===== src/rtl/iwc_pkg.sv =====
// Shared constants and types for the interrupt and wake control register.
package iwc_pkg;
    // Fixed register address carried in bits 15:13 of each serial frame.
    localparam logic [2:0] IWC_REG_ADDR = 3'h2;
    localparam int IWC_FRAME_BITS = 16;
    // Field positions inside the 16-bit word.
    localparam int IWC_ADDR_MSB = 15;
    localparam int IWC_ADDR_LSB = 13;
    localparam int IWC_LOCK_POS = 12;
    localparam int IWC_MAIN_UV_POS = 11;
    localparam int IWC_CAN_UV_POS = 10;
    localparam int IWC_WA_EDGE_LSB = 6;
    localparam int IWC_WB_EDGE_LSB = 4;
    localparam int IWC_LOWPWR_POS = 3;
    localparam int IWC_TRIP_POS = 2;
    localparam int IWC_WA_SYNC_POS = 1;
    localparam int IWC_WB_SYNC_POS = 0;
    // Reserved bits 9:8 always read as zero.
    localparam logic [1:0] IWC_RSVD_VAL = 2'h0;
    // Sampling intervals and core clock rate.
    localparam int IWC_CLK_HZ = 40000000;
    localparam int IWC_SHORT_MS = 16;
    localparam int IWC_LONG_MS = 64;
    localparam int IWC_SHORT_CYC = IWC_SHORT_MS * (IWC_CLK_HZ / 1000);
    localparam int IWC_LONG_CYC = IWC_LONG_MS * (IWC_CLK_HZ / 1000);
    // Width of the bias pulse that precedes a synchronized sample.
    localparam int IWC_BIAS_CYC = 40;
    // Mode field: leading 1 means a normal mode.
    localparam int IWC_MODE_NORMAL_BIT = 1;
    // Wake edge selection codes.
    typedef enum logic [1:0] {
        IWC_EDGE_OFF = 2'b00,
        IWC_EDGE_RISE = 2'b01,
        IWC_EDGE_FALL = 2'b10,
        IWC_EDGE_BOTH = 2'b11
    } iwc_edge_t;
    // Writable register content; all zero at power-on.
    typedef struct packed {
        logic write_lock;
        logic main_supply_uv_irq_en;
        logic can_supply_uv_irq_en;
        logic [1:0] wake_in_a_irq_edge;
        logic [1:0] wake_in_b_irq_edge;
        logic transceiver_lowpower_sel;
        logic reset_trip_level_sel;
        logic wake_in_a_sync_sample;
        logic wake_in_b_sync_sample;
    } iwc_reg_t;
    localparam iwc_reg_t IWC_REG_RESET = '0;
    // Transceiver control outputs.
    typedef struct packed {
        logic active;
        logic lowpower;
        logic bus_wake_det_en;
        logic can_wake_irq_en;
        logic rx_wake_clr;
    } iwc_xcvr_t;
endpackage


===== src/rtl/iwc_ctrl.sv =====
// Interrupt and wake control register with its serial access and outputs.
`timescale 1ns/100ps
module iwc_ctrl
    import iwc_pkg::*;
#(
    parameter int SHORT_CYC = IWC_SHORT_CYC,
    parameter int LONG_CYC = IWC_LONG_CYC,
    parameter int BIAS_CYC = IWC_BIAS_CYC
) (
    input wire logic I_CORE_CLK, // Core clock, 40 MHz.
    input wire logic I_RST_N, // Asynchronous reset, active low.
    input wire logic I_SPI_SCK, // Serial clock pin.
    input wire logic I_SPI_SDI, // Serial data in pin.
    input wire logic I_SPI_CS_N, // Serial chip select pin, active low.
    output logic O_SPI_SDO, // Serial data out.
    output logic O_SPI_SDO_OE, // Data out enable, high while driven.
    input wire logic [1:0] I_CHIP_MODE_FIELD, // Chip operating mode.
    input wire logic I_MAIN_SUPPLY_UV_WARN, // Main supply warning event.
    input wire logic I_TRANSCEIVER_SUPPLY_UV_WARN, // Transceiver supply event.
    input wire logic I_WAKE_IN_A, // Wake input A pin.
    input wire logic I_WAKE_IN_B, // Wake input B pin.
    input wire logic I_WAKE_BIAS_RATE_SEL, // Bias rate: 0 short, 1 long.
    output logic O_MAIN_SUPPLY_UV_IRQ, // Main supply interrupt request.
    output logic O_CAN_SUPPLY_UV_IRQ, // Transceiver supply interrupt request.
    output logic O_WAKE_IN_A_IRQ, // Wake A interrupt request.
    output logic O_WAKE_IN_B_IRQ, // Wake B interrupt request.
    output logic O_WAKE_BIAS_OUT, // Wake bias pulse.
    output logic O_XCVR_ACTIVE, // Transceiver active.
    output logic O_XCVR_LOWPOWER, // Transceiver low-power.
    output logic O_BUS_WAKE_DET_EN, // Bus wake detection enabled.
    output logic O_CAN_WAKE_IRQ_EN, // CAN wake interrupts allowed.
    output logic O_TRANSCEIVER_RX_WAKE_CLR, // Wake flag on receive out cleared.
    output logic O_RESET_TRIP_LEVEL_SEL // Reset trip level: 0 90 %, 1 70 %.
);
    localparam int CW = $clog2(LONG_CYC + 1);
    localparam logic [CW-1:0] SHORT_LAST = CW'(SHORT_CYC - 1);
    localparam logic [CW-1:0] LONG_LAST = CW'(LONG_CYC - 1);
    localparam logic [CW-1:0] BIAS_W = CW'(BIAS_CYC);

    // Refuse sample periods that leave no room for the bias pulse.
    initial begin
        if (BIAS_CYC < 1 || SHORT_CYC <= BIAS_CYC || LONG_CYC < SHORT_CYC) begin
            $error("iwc_ctrl: bad sample period parameters");
        end
    end

    // Pin synchronisers: three stages, filtered level moves when 2 and 3 agree.
    logic [4:0] pin_raw;
    logic [4:0] s1_r, s2_r, s3_r, filt_r, filt_nxt;
    assign pin_raw = {I_WAKE_IN_B, I_WAKE_IN_A, I_SPI_SDI, I_SPI_SCK,
                      I_SPI_CS_N};
    always_comb begin
        filt_nxt = (~(s2_r ^ s3_r) & s3_r) | ((s2_r ^ s3_r) & filt_r);
    end
    always_ff @(posedge I_CORE_CLK or negedge I_RST_N) begin
        if (!I_RST_N) begin
            s1_r <= 5'h1f;
            s2_r <= 5'h1f;
            s3_r <= 5'h1f;
            filt_r <= 5'h1f;
        end else begin
            s1_r <= pin_raw;
            s2_r <= s1_r;
            s3_r <= s2_r;
            filt_r <= filt_nxt;
        end
    end

    // Serial frame handling and the register itself.
    logic cs_n_d_r, sck_d_r;
    logic [15:0] rx_r, rx_nxt, tx_r, tx_nxt;
    logic [4:0] bits_r, bits_nxt;
    logic sdo_oe_r, sdo_oe_nxt;
    iwc_reg_t reg_r, reg_nxt;
    logic [15:0] rd_word;
    logic sck_rise, sck_fall, cs_fall, cs_rise, frame_ok;
    always_comb begin
        rd_word = {IWC_REG_ADDR, reg_r.write_lock,
                   reg_r.main_supply_uv_irq_en, reg_r.can_supply_uv_irq_en,
                   IWC_RSVD_VAL, reg_r.wake_in_a_irq_edge,
                   reg_r.wake_in_b_irq_edge, reg_r.transceiver_lowpower_sel,
                   reg_r.reset_trip_level_sel, reg_r.wake_in_a_sync_sample,
                   reg_r.wake_in_b_sync_sample};
    end
    assign sck_rise = filt_r[1] & ~sck_d_r & ~filt_r[0];
    assign sck_fall = ~filt_r[1] & sck_d_r & ~filt_r[0];
    assign cs_fall = ~filt_r[0] & cs_n_d_r;
    assign cs_rise = filt_r[0] & ~cs_n_d_r;
    assign frame_ok = (bits_r == 5'(IWC_FRAME_BITS))
                      && (rx_r[IWC_ADDR_MSB:IWC_ADDR_LSB] == IWC_REG_ADDR);
    always_comb begin
        rx_nxt = rx_r;
        tx_nxt = tx_r;
        bits_nxt = bits_r;
        sdo_oe_nxt = sdo_oe_r;
        reg_nxt = reg_r;
        if (cs_fall) begin
            tx_nxt = rd_word;
            bits_nxt = 5'h0;
            sdo_oe_nxt = 1'b1;
        end
        if (sck_rise) begin
            rx_nxt = {rx_r[14:0], filt_r[2]};
            if (bits_r != 5'h1f) begin
                bits_nxt = bits_r + 5'h1;
            end
        end
        if (sck_fall) begin
            tx_nxt = {tx_r[14:0], 1'b0};
        end
        if (cs_rise) begin
            sdo_oe_nxt = 1'b0;
            if (frame_ok && !reg_r.write_lock) begin
                reg_nxt.write_lock = rx_r[IWC_LOCK_POS];
                reg_nxt.main_supply_uv_irq_en = rx_r[IWC_MAIN_UV_POS];
                reg_nxt.can_supply_uv_irq_en = rx_r[IWC_CAN_UV_POS];
                reg_nxt.wake_in_a_irq_edge =
                    rx_r[IWC_WA_EDGE_LSB +: 2];
                reg_nxt.wake_in_b_irq_edge =
                    rx_r[IWC_WB_EDGE_LSB +: 2];
                reg_nxt.transceiver_lowpower_sel = rx_r[IWC_LOWPWR_POS];
                reg_nxt.reset_trip_level_sel = rx_r[IWC_TRIP_POS];
                reg_nxt.wake_in_a_sync_sample = rx_r[IWC_WA_SYNC_POS];
                reg_nxt.wake_in_b_sync_sample = rx_r[IWC_WB_SYNC_POS];
            end
        end
    end
    always_ff @(posedge I_CORE_CLK or negedge I_RST_N) begin
        if (!I_RST_N) begin
            cs_n_d_r <= 1'b1;
            sck_d_r <= 1'b1;
            rx_r <= 16'h0;
            tx_r <= 16'h0;
            bits_r <= 5'h0;
            sdo_oe_r <= 1'b0;
            reg_r <= IWC_REG_RESET;
        end else begin
            cs_n_d_r <= filt_r[0];
            sck_d_r <= filt_r[1];
            rx_r <= rx_nxt;
            tx_r <= tx_nxt;
            bits_r <= bits_nxt;
            sdo_oe_r <= sdo_oe_nxt;
            reg_r <= reg_nxt;
        end
    end
    assign O_SPI_SDO = tx_r[15];
    assign O_SPI_SDO_OE = sdo_oe_r;

    // Sample divider: bias pulse at the end of each period, then one tick.
    logic [CW-1:0] cnt_r, cnt_nxt, last;
    logic any_sync, tick_r, tick_nxt, bias_r, bias_nxt;
    assign any_sync = reg_r.wake_in_a_sync_sample
                      | reg_r.wake_in_b_sync_sample;
    assign last = I_WAKE_BIAS_RATE_SEL ? LONG_LAST : SHORT_LAST;
    always_comb begin
        cnt_nxt = (cnt_r >= last) ? '0 : cnt_r + CW'(1);
        tick_nxt = any_sync && (cnt_r == last);
        bias_nxt = any_sync && (cnt_nxt > last - BIAS_W);
    end
    always_ff @(posedge I_CORE_CLK or negedge I_RST_N) begin
        if (!I_RST_N) begin
            cnt_r <= '0;
            tick_r <= 1'b0;
            bias_r <= 1'b0;
        end else begin
            cnt_r <= cnt_nxt;
            tick_r <= tick_nxt;
            bias_r <= bias_nxt;
        end
    end
    assign O_WAKE_BIAS_OUT = bias_r;

    // Per wake input: sampled level and edge-selected interrupt request.
    logic [1:0] sync_sel, smp_r, wirq_r;
    logic [1:0][1:0] edge_sel;
    assign sync_sel = {reg_r.wake_in_b_sync_sample,
                       reg_r.wake_in_a_sync_sample};
    assign edge_sel = {reg_r.wake_in_b_irq_edge, reg_r.wake_in_a_irq_edge};
    for (genvar g = 0; g < 2; g++) begin : g_wake
        logic smp_nxt, irq_nxt, rise, fall;
        always_comb begin
            smp_nxt = (!sync_sel[g] || tick_r) ? filt_r[3 + g]
                                               : smp_r[g];
            rise = smp_nxt & ~smp_r[g];
            fall = ~smp_nxt & smp_r[g];
            irq_nxt = (edge_sel[g][0] & rise) | (edge_sel[g][1] & fall);
        end
        always_ff @(posedge I_CORE_CLK or negedge I_RST_N) begin
            if (!I_RST_N) begin
                smp_r[g] <= 1'b1;
                wirq_r[g] <= 1'b0;
            end else begin
                smp_r[g] <= smp_nxt;
                wirq_r[g] <= irq_nxt;
            end
        end
    end
    assign O_WAKE_IN_A_IRQ = wirq_r[0];
    assign O_WAKE_IN_B_IRQ = wirq_r[1];

    // Supply interrupts, transceiver mode and trip level outputs.
    iwc_xcvr_t xc_r, xc_nxt;
    logic main_irq_r, can_irq_r, trip_r;
    logic normal;
    assign normal = I_CHIP_MODE_FIELD[IWC_MODE_NORMAL_BIT];
    always_comb begin
        xc_nxt = '0;
        if (reg_r.transceiver_lowpower_sel) begin
            xc_nxt.lowpower = 1'b1;
            xc_nxt.bus_wake_det_en = 1'b1;
            xc_nxt.can_wake_irq_en = 1'b1;
        end else if (normal) begin
            xc_nxt.active = 1'b1;
            xc_nxt.rx_wake_clr = 1'b1;
        end
    end
    always_ff @(posedge I_CORE_CLK or negedge I_RST_N) begin
        if (!I_RST_N) begin
            xc_r <= '0;
            main_irq_r <= 1'b0;
            can_irq_r <= 1'b0;
            trip_r <= 1'b0;
        end else begin
            xc_r <= xc_nxt;
            main_irq_r <= I_MAIN_SUPPLY_UV_WARN
                          & reg_r.main_supply_uv_irq_en;
            can_irq_r <= I_TRANSCEIVER_SUPPLY_UV_WARN
                         & reg_r.can_supply_uv_irq_en;
            trip_r <= reg_r.reset_trip_level_sel;
        end
    end
    assign O_MAIN_SUPPLY_UV_IRQ = main_irq_r;
    assign O_CAN_SUPPLY_UV_IRQ = can_irq_r;
    assign O_XCVR_ACTIVE = xc_r.active;
    assign O_XCVR_LOWPOWER = xc_r.lowpower;
    assign O_BUS_WAKE_DET_EN = xc_r.bus_wake_det_en;
    assign O_CAN_WAKE_IRQ_EN = xc_r.can_wake_irq_en;
    assign O_TRANSCEIVER_RX_WAKE_CLR = xc_r.rx_wake_clr;
    assign O_RESET_TRIP_LEVEL_SEL = trip_r;
endmodule


===== config.mk =====
export PLATFORM = sky130hd
export DESIGN_NAME = iwc_ctrl
export DESIGN_NICKNAME = d
export VERILOG_FILES = /design/src/rtl/iwc_pkg.sv /design/src/rtl/iwc_ctrl.sv
export SDC_FILE = /design/constraint.sdc
export NUM_CORES = 1
export LEC_CHECK = 0
export BUFFER_PORTS_ARGS = -buffer_cell sky130_fd_sc_hd__buf_2
export CORE_ASPECT_RATIO = 1.2
export CORE_MARGIN = 4
export CORE_UTILIZATION = 65
export DETAILED_ROUTE_END_ITERATION = 6
export PLACE_DENSITY = 0.84
export SLEW_MARGIN = 20
export SYNTH_ARGS = -nofsm -noshare
export SYNTH_HDL_FRONTEND = slang
export SYNTH_SLANG_ARGS = --single-unit
export TNS_END_PERCENT = 1

===== constraint.sdc =====
create_clock -name I_CORE_CLK -period 5.2 [get_ports I_CORE_CLK]
set_clock_uncertainty 0.1 [all_clocks]
set_input_delay 0.78 -clock I_CORE_CLK [delete_from_list [all_inputs] [get_ports I_CORE_CLK]]
set_output_delay 0.78 -clock I_CORE_CLK [all_outputs]
set_load 0.005 [all_outputs]

==> results of run 1 <==
## synthesized netlist by cell type, types with 2 or more instances
master,count
a31oi_1,4
and3_1,8
xor2_1,9
o21ai_0,27
inv_1,9
nor2_1,35
a21oi_1,4
dfrtp_1,80
nor3b_1,3
nand3b_1,3
nand4_1,4
and2_1,5
nor4_1,3
xnor2_1,10
dfstp_2,24
buf_4,3
buf_2,2
a221o_1,2
and4b_1,2
ha_1,22
maj3_1,5
nor3_1,5
nand2b_1,7
clkbuf_1,11
nor2b_1,2
mux2_2,27
and4_1,2
mux2i_1,11
nand3_1,9
nand2_1,36
o2111ai_1,2
## cells by family (layout without fill, tap and decap cells)
family	after synthesis	count (layout)	synth area share [%]
flip-flops	104	104	56.09
AO/OA/AOI/OAI	53	53	7.492
multiplexers	38	38	8.824
AND/OR/NAND/NOR	132	132	14.74
XOR/XNOR	19	19	3.546
buffers and inverters	26	52	2.373
adder cells (fa/ha/maj)	27	27	6.931
## through the flow
stage                     utilization [%]  area [µm²]  hold slack, ns
after floorplan                         -        4693          0.2452
after global placement              70.38        4882          0.2459
after detailed placement            70.38        4882          0.2472
after CTS                           73.30        5085          0.2652
after global routing                73.30        5085          0.2693
final                               73.30        5085          0.2629
## registers in the layout, indices dropped and copies added (netlist names), 2 cells and up, named ones only
name and flops:
edge_sel 4, smp_r 2, rx_r 16, s1_r 5
cnt_r 22, tx_r 16, s3_r 5, rd_word 7
bits_r 5, s2_r 5
## layer usage
metal	GRT usage [%]	vias up
li1	-	1439
met3	3.925	21
met2	36.48	61
met1	26.64	1482
met4	8.770	0
met5	0	-
## placed cells by master, fill, tap and decap left out, types with 10 or more instances in the layout
cell type,Yosys,final
mux2i_1,11,11
nor2_1,35,35
o21ai_0,27,27
xnor2_1,10,10
dfrtp_1,80,80
buf_2,2,22
dfstp_2,24,24
mux2_2,27,27
ha_1,22,22
nand2_1,36,36
## where the power goes
| part | internal (mW) | switching (mW) | total [mW] |
|---|---|---|---|
| combinational | 0.105 | 0.120 | 0.225 |
| clock | 0.232 | 0.286 | 0.518 |
| sequential | 0.901 | 0.0811 | 0.982 |
| total | 1.24 | 0.487 | 1.72 |
## how the worst max path moves through the flow
stage | start | end | slack (ns) | cells past startpoint
floorplan | I_WAKE_BIAS_RATE_SEL | O_WAKE_BIAS_OUT$_DFF_PN0_ | 1.21 | 15
global placement | I_WAKE_BIAS_RATE_SEL | O_WAKE_BIAS_OUT$_DFF_PN0_ | 0.84 | 15
detailed placement | I_WAKE_BIAS_RATE_SEL | O_WAKE_BIAS_OUT$_DFF_PN0_ | 0.71 | 15
CTS | I_WAKE_BIAS_RATE_SEL | O_WAKE_BIAS_OUT$_DFF_PN0_ | 1.08 | 15
global route | I_WAKE_BIAS_RATE_SEL | O_WAKE_BIAS_OUT$_DFF_PN0_ | 0.85 | 15
finish | I_WAKE_BIAS_RATE_SEL | O_WAKE_BIAS_OUT$_DFF_PN0_ | 1.08 | 15
## layout make-up
class	count	share of cell area, %
clock inverter	6	1.476
inverter	9	0.6644
clock buffer	10	2.510
timing repair buffer	27	2.904
tap	87	2.141
sequential	104	51.77
multi-input combinational	269	38.53
## worst register-to-register path, stage by stage (launching register included)
cell and delay [ns]:
dfrtp_1 0.42, ha_1 0.26, nand2_1 0.23, nor4_1 0.52
a31oi_1 0.21, nand2_1 0.33, nor2_1 0.13, ha_1 0.32
and3_1 0.18, nand3_1 0.09, or3_4 0.35, a2111oi_4 0.36
o2111ai_1 0.16, a31oi_1 0.19
==> summary.txt, run 1 <==
Die W = 85.57 µm
Ys Warns = 0
Highest Signal Layer = met4
Clk_lat worst skew = 0.37 ns
Vias in the first global route = 3131
Pleak = 2.383 nW
Slowest CP cell = a2111oi_4
GRT Resource Usage Total = 21.31%
Post-synthesis sequential area ratio = 56.09%
Post-CTS Setup Bufs = 0
Reg2reg start = cnt_r[0]$_DFF_PN0_
HPWL after DPL = 5.803 mm
Minimum clock period = 4.123 ns
Setup ws final = 1.077 ns
Worst path arrival time = 4.30 ns
Average wire per standard cell = 16.33 µm
Nets = 454
Max Root-Sink Buffers = 2
Fill cell count = 465
Sequential cell area = 0.002633 mm²
CP top delay family = simple AND/OR/NAND/NOR gates
Layout cell share with drive strength beyond 1 = 23.76%
Number of synthesized flops with an enable pin = 0
CTS Sinks = 104
Final Cycle Share = 79.29%
Area delta synth->final = 8.345%
Met1 wire length = 3.635 mm
GP Congestion = 0.8361
FF-to-FF setup slack = 1.28 ns
Post-Syn Area per Cell = 11.76 µm²
Crit-path cells = buf_2, inv_1, ha_1, and4b_1, a221o_1, a31oi_1, nand2_1, nor2_1, ha_1, and3_1, nand3_1, or3_4, a2111oi_4, o2111ai_1, a31oi_1
Max FO, Critical Path = 11
Initial antenna violation count = 0
Post-CTS Resized = 0
First DRT Iteration DRCs = 166
Setup violators final = 0
Power per cell area = 339.1 mW/mm²
Post-synth top area cell = dfrtp_1
N_diodes = 0
Num rows = 33
Class of the worst hold path = register to register
DRC viols = 0
Port buffer count = 23
Root Buffer = clkbuf_8
Footprint of the multi-input gates = 0.001959 mm²
Grt ovf = 0
Synth top area cells = dfrtp_1 (43%), dfstp_2 (13%), mux2_2 (6.5%), ha_1 (5.9%), nand2_1 (2.9%)
Unrepaired setup endpoints after global routing = false
Hold Crit Endpoint = s2_r[4]$_DFF_PN1_
Top cell type's share of synthesized area = 42.66%
Non-filler instance count after layout = 512
Fin. max-slew vios = 0
Worst Tran Pin Value = 0.9302 ns
Clock slew at reported path FFs = 0.10 ns
Post-Route WL = 8.360 mm
H-tree depth = 3
CTS Hold Bufs = 0
CTS tree = yes
First-pass GRT wire length = 14.56 mm
Async SR Flop Fraction = 100.0%
Endpoint class of the critical path = register
Max Cap Viol = 0
Final setup TNS = 0 ns
DR pass1 iterations = 4
Crit path kind = primary input to register
Syn Nets = 433
Ports = 25
Met2 wire len = 4.216 mm
Worst Path Buf+Inv = 2
Pin count of the biggest net entering global routing = 64
Via Count = 3003
Vias per inst = 5.865
Main synth FF type = dfrtp_1
Worst r2r path cells = 13
Die Y = 101.1 µm
Hold depth = 0
Final hold violations = 0
Slowest stage delay, CP = 0.36 ns
Post-Syn Area = 0.004693 mm²
Worst slew margin = 37.99%
Req. time, crit path = 5.38 ns
Fmax = 242.5 MHz
RR Endpoint = O_WAKE_BIAS_OUT$_DFF_PN0_
Post-DRT Antenna Nets = 0
Crit path launch type = primary input
Routed wl met3 = 307 µm
Initial cell density of the core = 67.66%
Post-synth cell types = 54
Synth Register Bits = 104
Outcome = finished clean
Pre-CTS setup slack = 0.7142 ns
Die ar. = 0.008650 mm²
Total core area = 0.006937 mm²
Post-placement cell count = 496
Syn Inst Count = 399
VDD IR max = 0.0002199 V
Hold Crit Start = s1_r[4]$_DFF_PN1_
Num CTS Buffers = 9
Total power = 1.724 mW
Note: power is estimated with default switching activity, not from simulation.
==> run 2: changes to the inputs <==
--- a/config.mk
+++ b/config.mk
@@ -5,12 +5,13 @@
 export SDC_FILE = /design/constraint.sdc
 export NUM_CORES = 1
 export LEC_CHECK = 0
+export ABC_AREA = 1
 export BUFFER_PORTS_ARGS = -buffer_cell sky130_fd_sc_hd__buf_2
 export CORE_ASPECT_RATIO = 1.2
 export CORE_MARGIN = 4
-export CORE_UTILIZATION = 65
+export CORE_UTILIZATION = 61
 export DETAILED_ROUTE_END_ITERATION = 6
-export PLACE_DENSITY = 0.84
+export PLACE_DENSITY = 0.79
 export SLEW_MARGIN = 20
 export SYNTH_ARGS = -nofsm -noshare
 export SYNTH_HDL_FRONTEND = slang
==> constraint.sdc (replaced) <==
create_clock -name I_CORE_CLK -period 3.9 [get_ports I_CORE_CLK]
set_clock_uncertainty 0.1 [all_clocks]
set_input_delay 0.585 -clock I_CORE_CLK [delete_from_list [all_inputs] [get_ports I_CORE_CLK]]
set_output_delay 0.585 -clock I_CORE_CLK [all_outputs]
set_load 0.005 [all_outputs]
==> run 2 against run 1 <==
Net effect: hold slack lost 0.069 ns; power rose by 45%; sequential cell count stayed put.
==> summary.txt, run 2 <==
Clk_lat worst skew = 0.37 ns
Max reg flops = 22
Initial cell density of the core = 62.87%
First-pass GRT wire length = 15.52 mm
Area delta synth->final = 8.779%
Vias per inst = 5.355
Worst Tran Pin Value = 0.8369 ns
HPWL after DPL = 6.367 mm
Max FO, Critical Path = 10
Most common cell after layout, fill and taps aside = nand2_1
Post-synth top area cell = dfrtp_1
Main synth FF type = dfrtp_1
Syn Nets = 572
Max Root-Sink Buffers = 2
Area post-placement = 0.005050 mm²
GP Congestion = 0.8766
Met1 wire length = 3.671 mm
Top Registers = cnt_r (22), rx_r (16), tx_r (16)
CTS Sinks = 104
Worst slew margin = 44.20%
Final hold violations = 0
Post-DRT Antenna Nets = 0
Crit-path cells = buf_2, inv_1, ha_1, nand2_1, nor2_2, nand2_1, nor2_1, nand2_1, nand2_1, nor2_1, ha_1, nand2_1, nand3b_1, nor2_1, nand4_1, nor2_1, nand2_1, nor2_1, nor2_1, nor2_1
Final Cycle Share = 79.31%
Ys Warns = 0
Root Buffer = clkbuf_8
Highest Signal Layer = met4
Grt ovf = 0
First DRT Iteration DRCs = 101
Crit path launch type = primary input
Pre-CTS setup slack = 0.3985 ns
Fin. max-slew vios = 0
Pin count of the biggest net entering global routing = 69
Num rows = 35
DR pass1 iterations = 4
H-tree depth = 3
Die ar. = 0.009440 mm²
Syn Inst Count = 538
Nets = 597
Slowest CP cell = ha_1
Met2 wire len = 4.618 mm
Fill cell count = 631
Unrepaired setup endpoints after global routing = false
Vias in the first global route = 3607
Combinational Power Share = 18.0%
Post-Route WL = 8.750 mm
Clock power frac = 28.5%
Max Cap Viol = 0
Pint = 1.709 mW
Via Count = 3534
Routed wl met3 = 283 µm
Layout cell share with drive strength beyond 1 = 14.96%
Ports = 25
Minimum clock period = 3.093 ns
Finished Core Util = 68.39%
Total core area = 0.007707 mm²
Final Cell Area = 0.005271 mm²
Post-placement cell count = 644
Setup violators final = 0
Post-Syn Area per Cell = 9.007 µm²
N_diodes = 0
GRT Resource Usage Total = 20.79%
Top cell type's share of synthesized area = 41.31%
Cell repeated most along the worst path = nor2_1
Power per cell area = 473.0 mW/mm²
Commonest cells after routing, fill and taps aside = nand2_1 (99), inv_1 (83), dfrtp_1 (80)
Initial antenna violation count = 0
Final setup TNS = 0 ns
Num CTS Buffers = 9
Worst path arrival time = 3.30 ns
Post-CTS Resized = 0
Net switching power = 0.7846 mW
Clock slew at reported path FFs = 0.12 ns
Post-CTS Setup Bufs = 0
Post-synth cell types = 34
Synth top cells by count = nand2_1 (99), inv_1 (83), dfrtp_1 (80)
Average wire per standard cell = 13.26 µm
Endpoint class of the critical path = register
Number of synthesized flops with an enable pin = 0
Class of the worst hold path = primary input to register
Setup ws final = 0.8069 ns
Port buffer count = 23
Die W = 89.37 µm
DRC viols = 0
Most frequent cell after synthesis = nand2_1
Crit path kind = primary input to register
Synth Register Bits = 104
Outcome = finished clean
Fmax = 323.3 MHz
Req. time, crit path = 4.10 ns
Async SR Flop Fraction = 100.0%
Die Y = 105.6 µm
Post-Syn Area = 0.004846 mm²
CTS tree = yes
VDD IR max = 0.0004520 V
Pleak = 2.596 nW
Switch share = 31.47%
Largest reg by FF count = cnt_r
Synth top area cells = dfrtp_1 (41%), dfstp_2 (13%), nand2_1 (7.7%), inv_1 (6.4%), ha_1 (5.7%)
CTS Hold Bufs = 0
Post-synthesis sequential area ratio = 54.32%
Seq pwr share = 53.5%
Slowest stage delay, CP = 0.38 ns
Non-filler instance count after layout = 660
## run 2: kinds of logic (layout without fill, tap and decap cells)
kind of cell	after synthesis	after routing	synth area share, %
flops	104	104	54.32
simple gates	235	235	21.35
compound gates	62	62	7.514
xor+xnor	11	11	1.988
mux	1	1	0.2324
buf+inv	98	128	7.875
fa+ha+maj	27	27	6.713
## run 2: worst paths after layout
kind	startpoint	endpoint	slack, ns	cells after the start
worst max-delay path	I_WAKE_BIAS_RATE_SEL	O_WAKE_BIAS_OUT$_DFF_PN0_	0.81	20
worst min-delay path	I_WAKE_IN_A	s1_r[3]$_DFF_PN1_	0.19	1
worst max register to register	cnt_r[0]$_DFF_PN0_	O_WAKE_BIAS_OUT$_DFF_PN0_	0.96	16
worst min register to register	s1_r[1]$_DFF_PN1_	s2_r[1]$_DFF_PN1_	0.26	0
max in group asynchronous	I_RST_N	smp_r[1]$_DFF_PN1_	2.65	2
min in group asynchronous	I_RST_N	cnt_r[6]$_DFF_PN0_	0.20	1
## run 2: power groups by stage
stage	sequential, mW	combinational (mW)	clock, mW
finish	1.33	0.448	0.711
global route	1.35	0.525	0.778
CTS	1.33	0.456	0.728
detailed placement	1.35	0.453	0
global placement	1.35	0.427	0
floorplan	1.33	0.335	0
## run 2: worst max-delay path, delay by kind of cell
kind	cells	cell delay, ns
adder cells (fa/ha/maj)	2	0.68
AND/OR/NAND/NOR	16	1.63
buffers and inverters	2	0.41
## run 2: area by class of cell
| type | count | area, µm² | share of cell area, % |
|---|---|---|---|
| Clock inverter | 7 | 97.59 | 1.851 |
| Clock buffer | 9 | 123.9 | 2.350 |
| Timing Repair Buffer | 28 | 155.1 | 2.943 |
| Tap cell | 92 | 115.1 | 2.184 |
| Sequential cell | 104 | 2633 | 49.94 |
| Multi-Input combinational cell | 336 | 1832 | 34.75 |
| Inverter | 84 | 315.3 | 5.981 |
## run 2: metal layers
layer / up-vias / track usage [%]
met5: - / 0
met4: 0 / 7.553
met3: 17 / 4.144
met2: 63 / 35.99
met1: 1689 / 25.18
li1: 1765 / -
## run 2: metrics by stage
step / total power [mW] / hold slack (ns)
6_report: 2.493 / 0.1942
3_5_place_dp: 1.808 / 0.2478
2_1_floorplan: 1.665 / 0.1894
3_3_place_gp: 1.775 / 0.2456
4_1_cts: 2.519 / 0.1780
5_1_grt: 2.655 / 0.1619
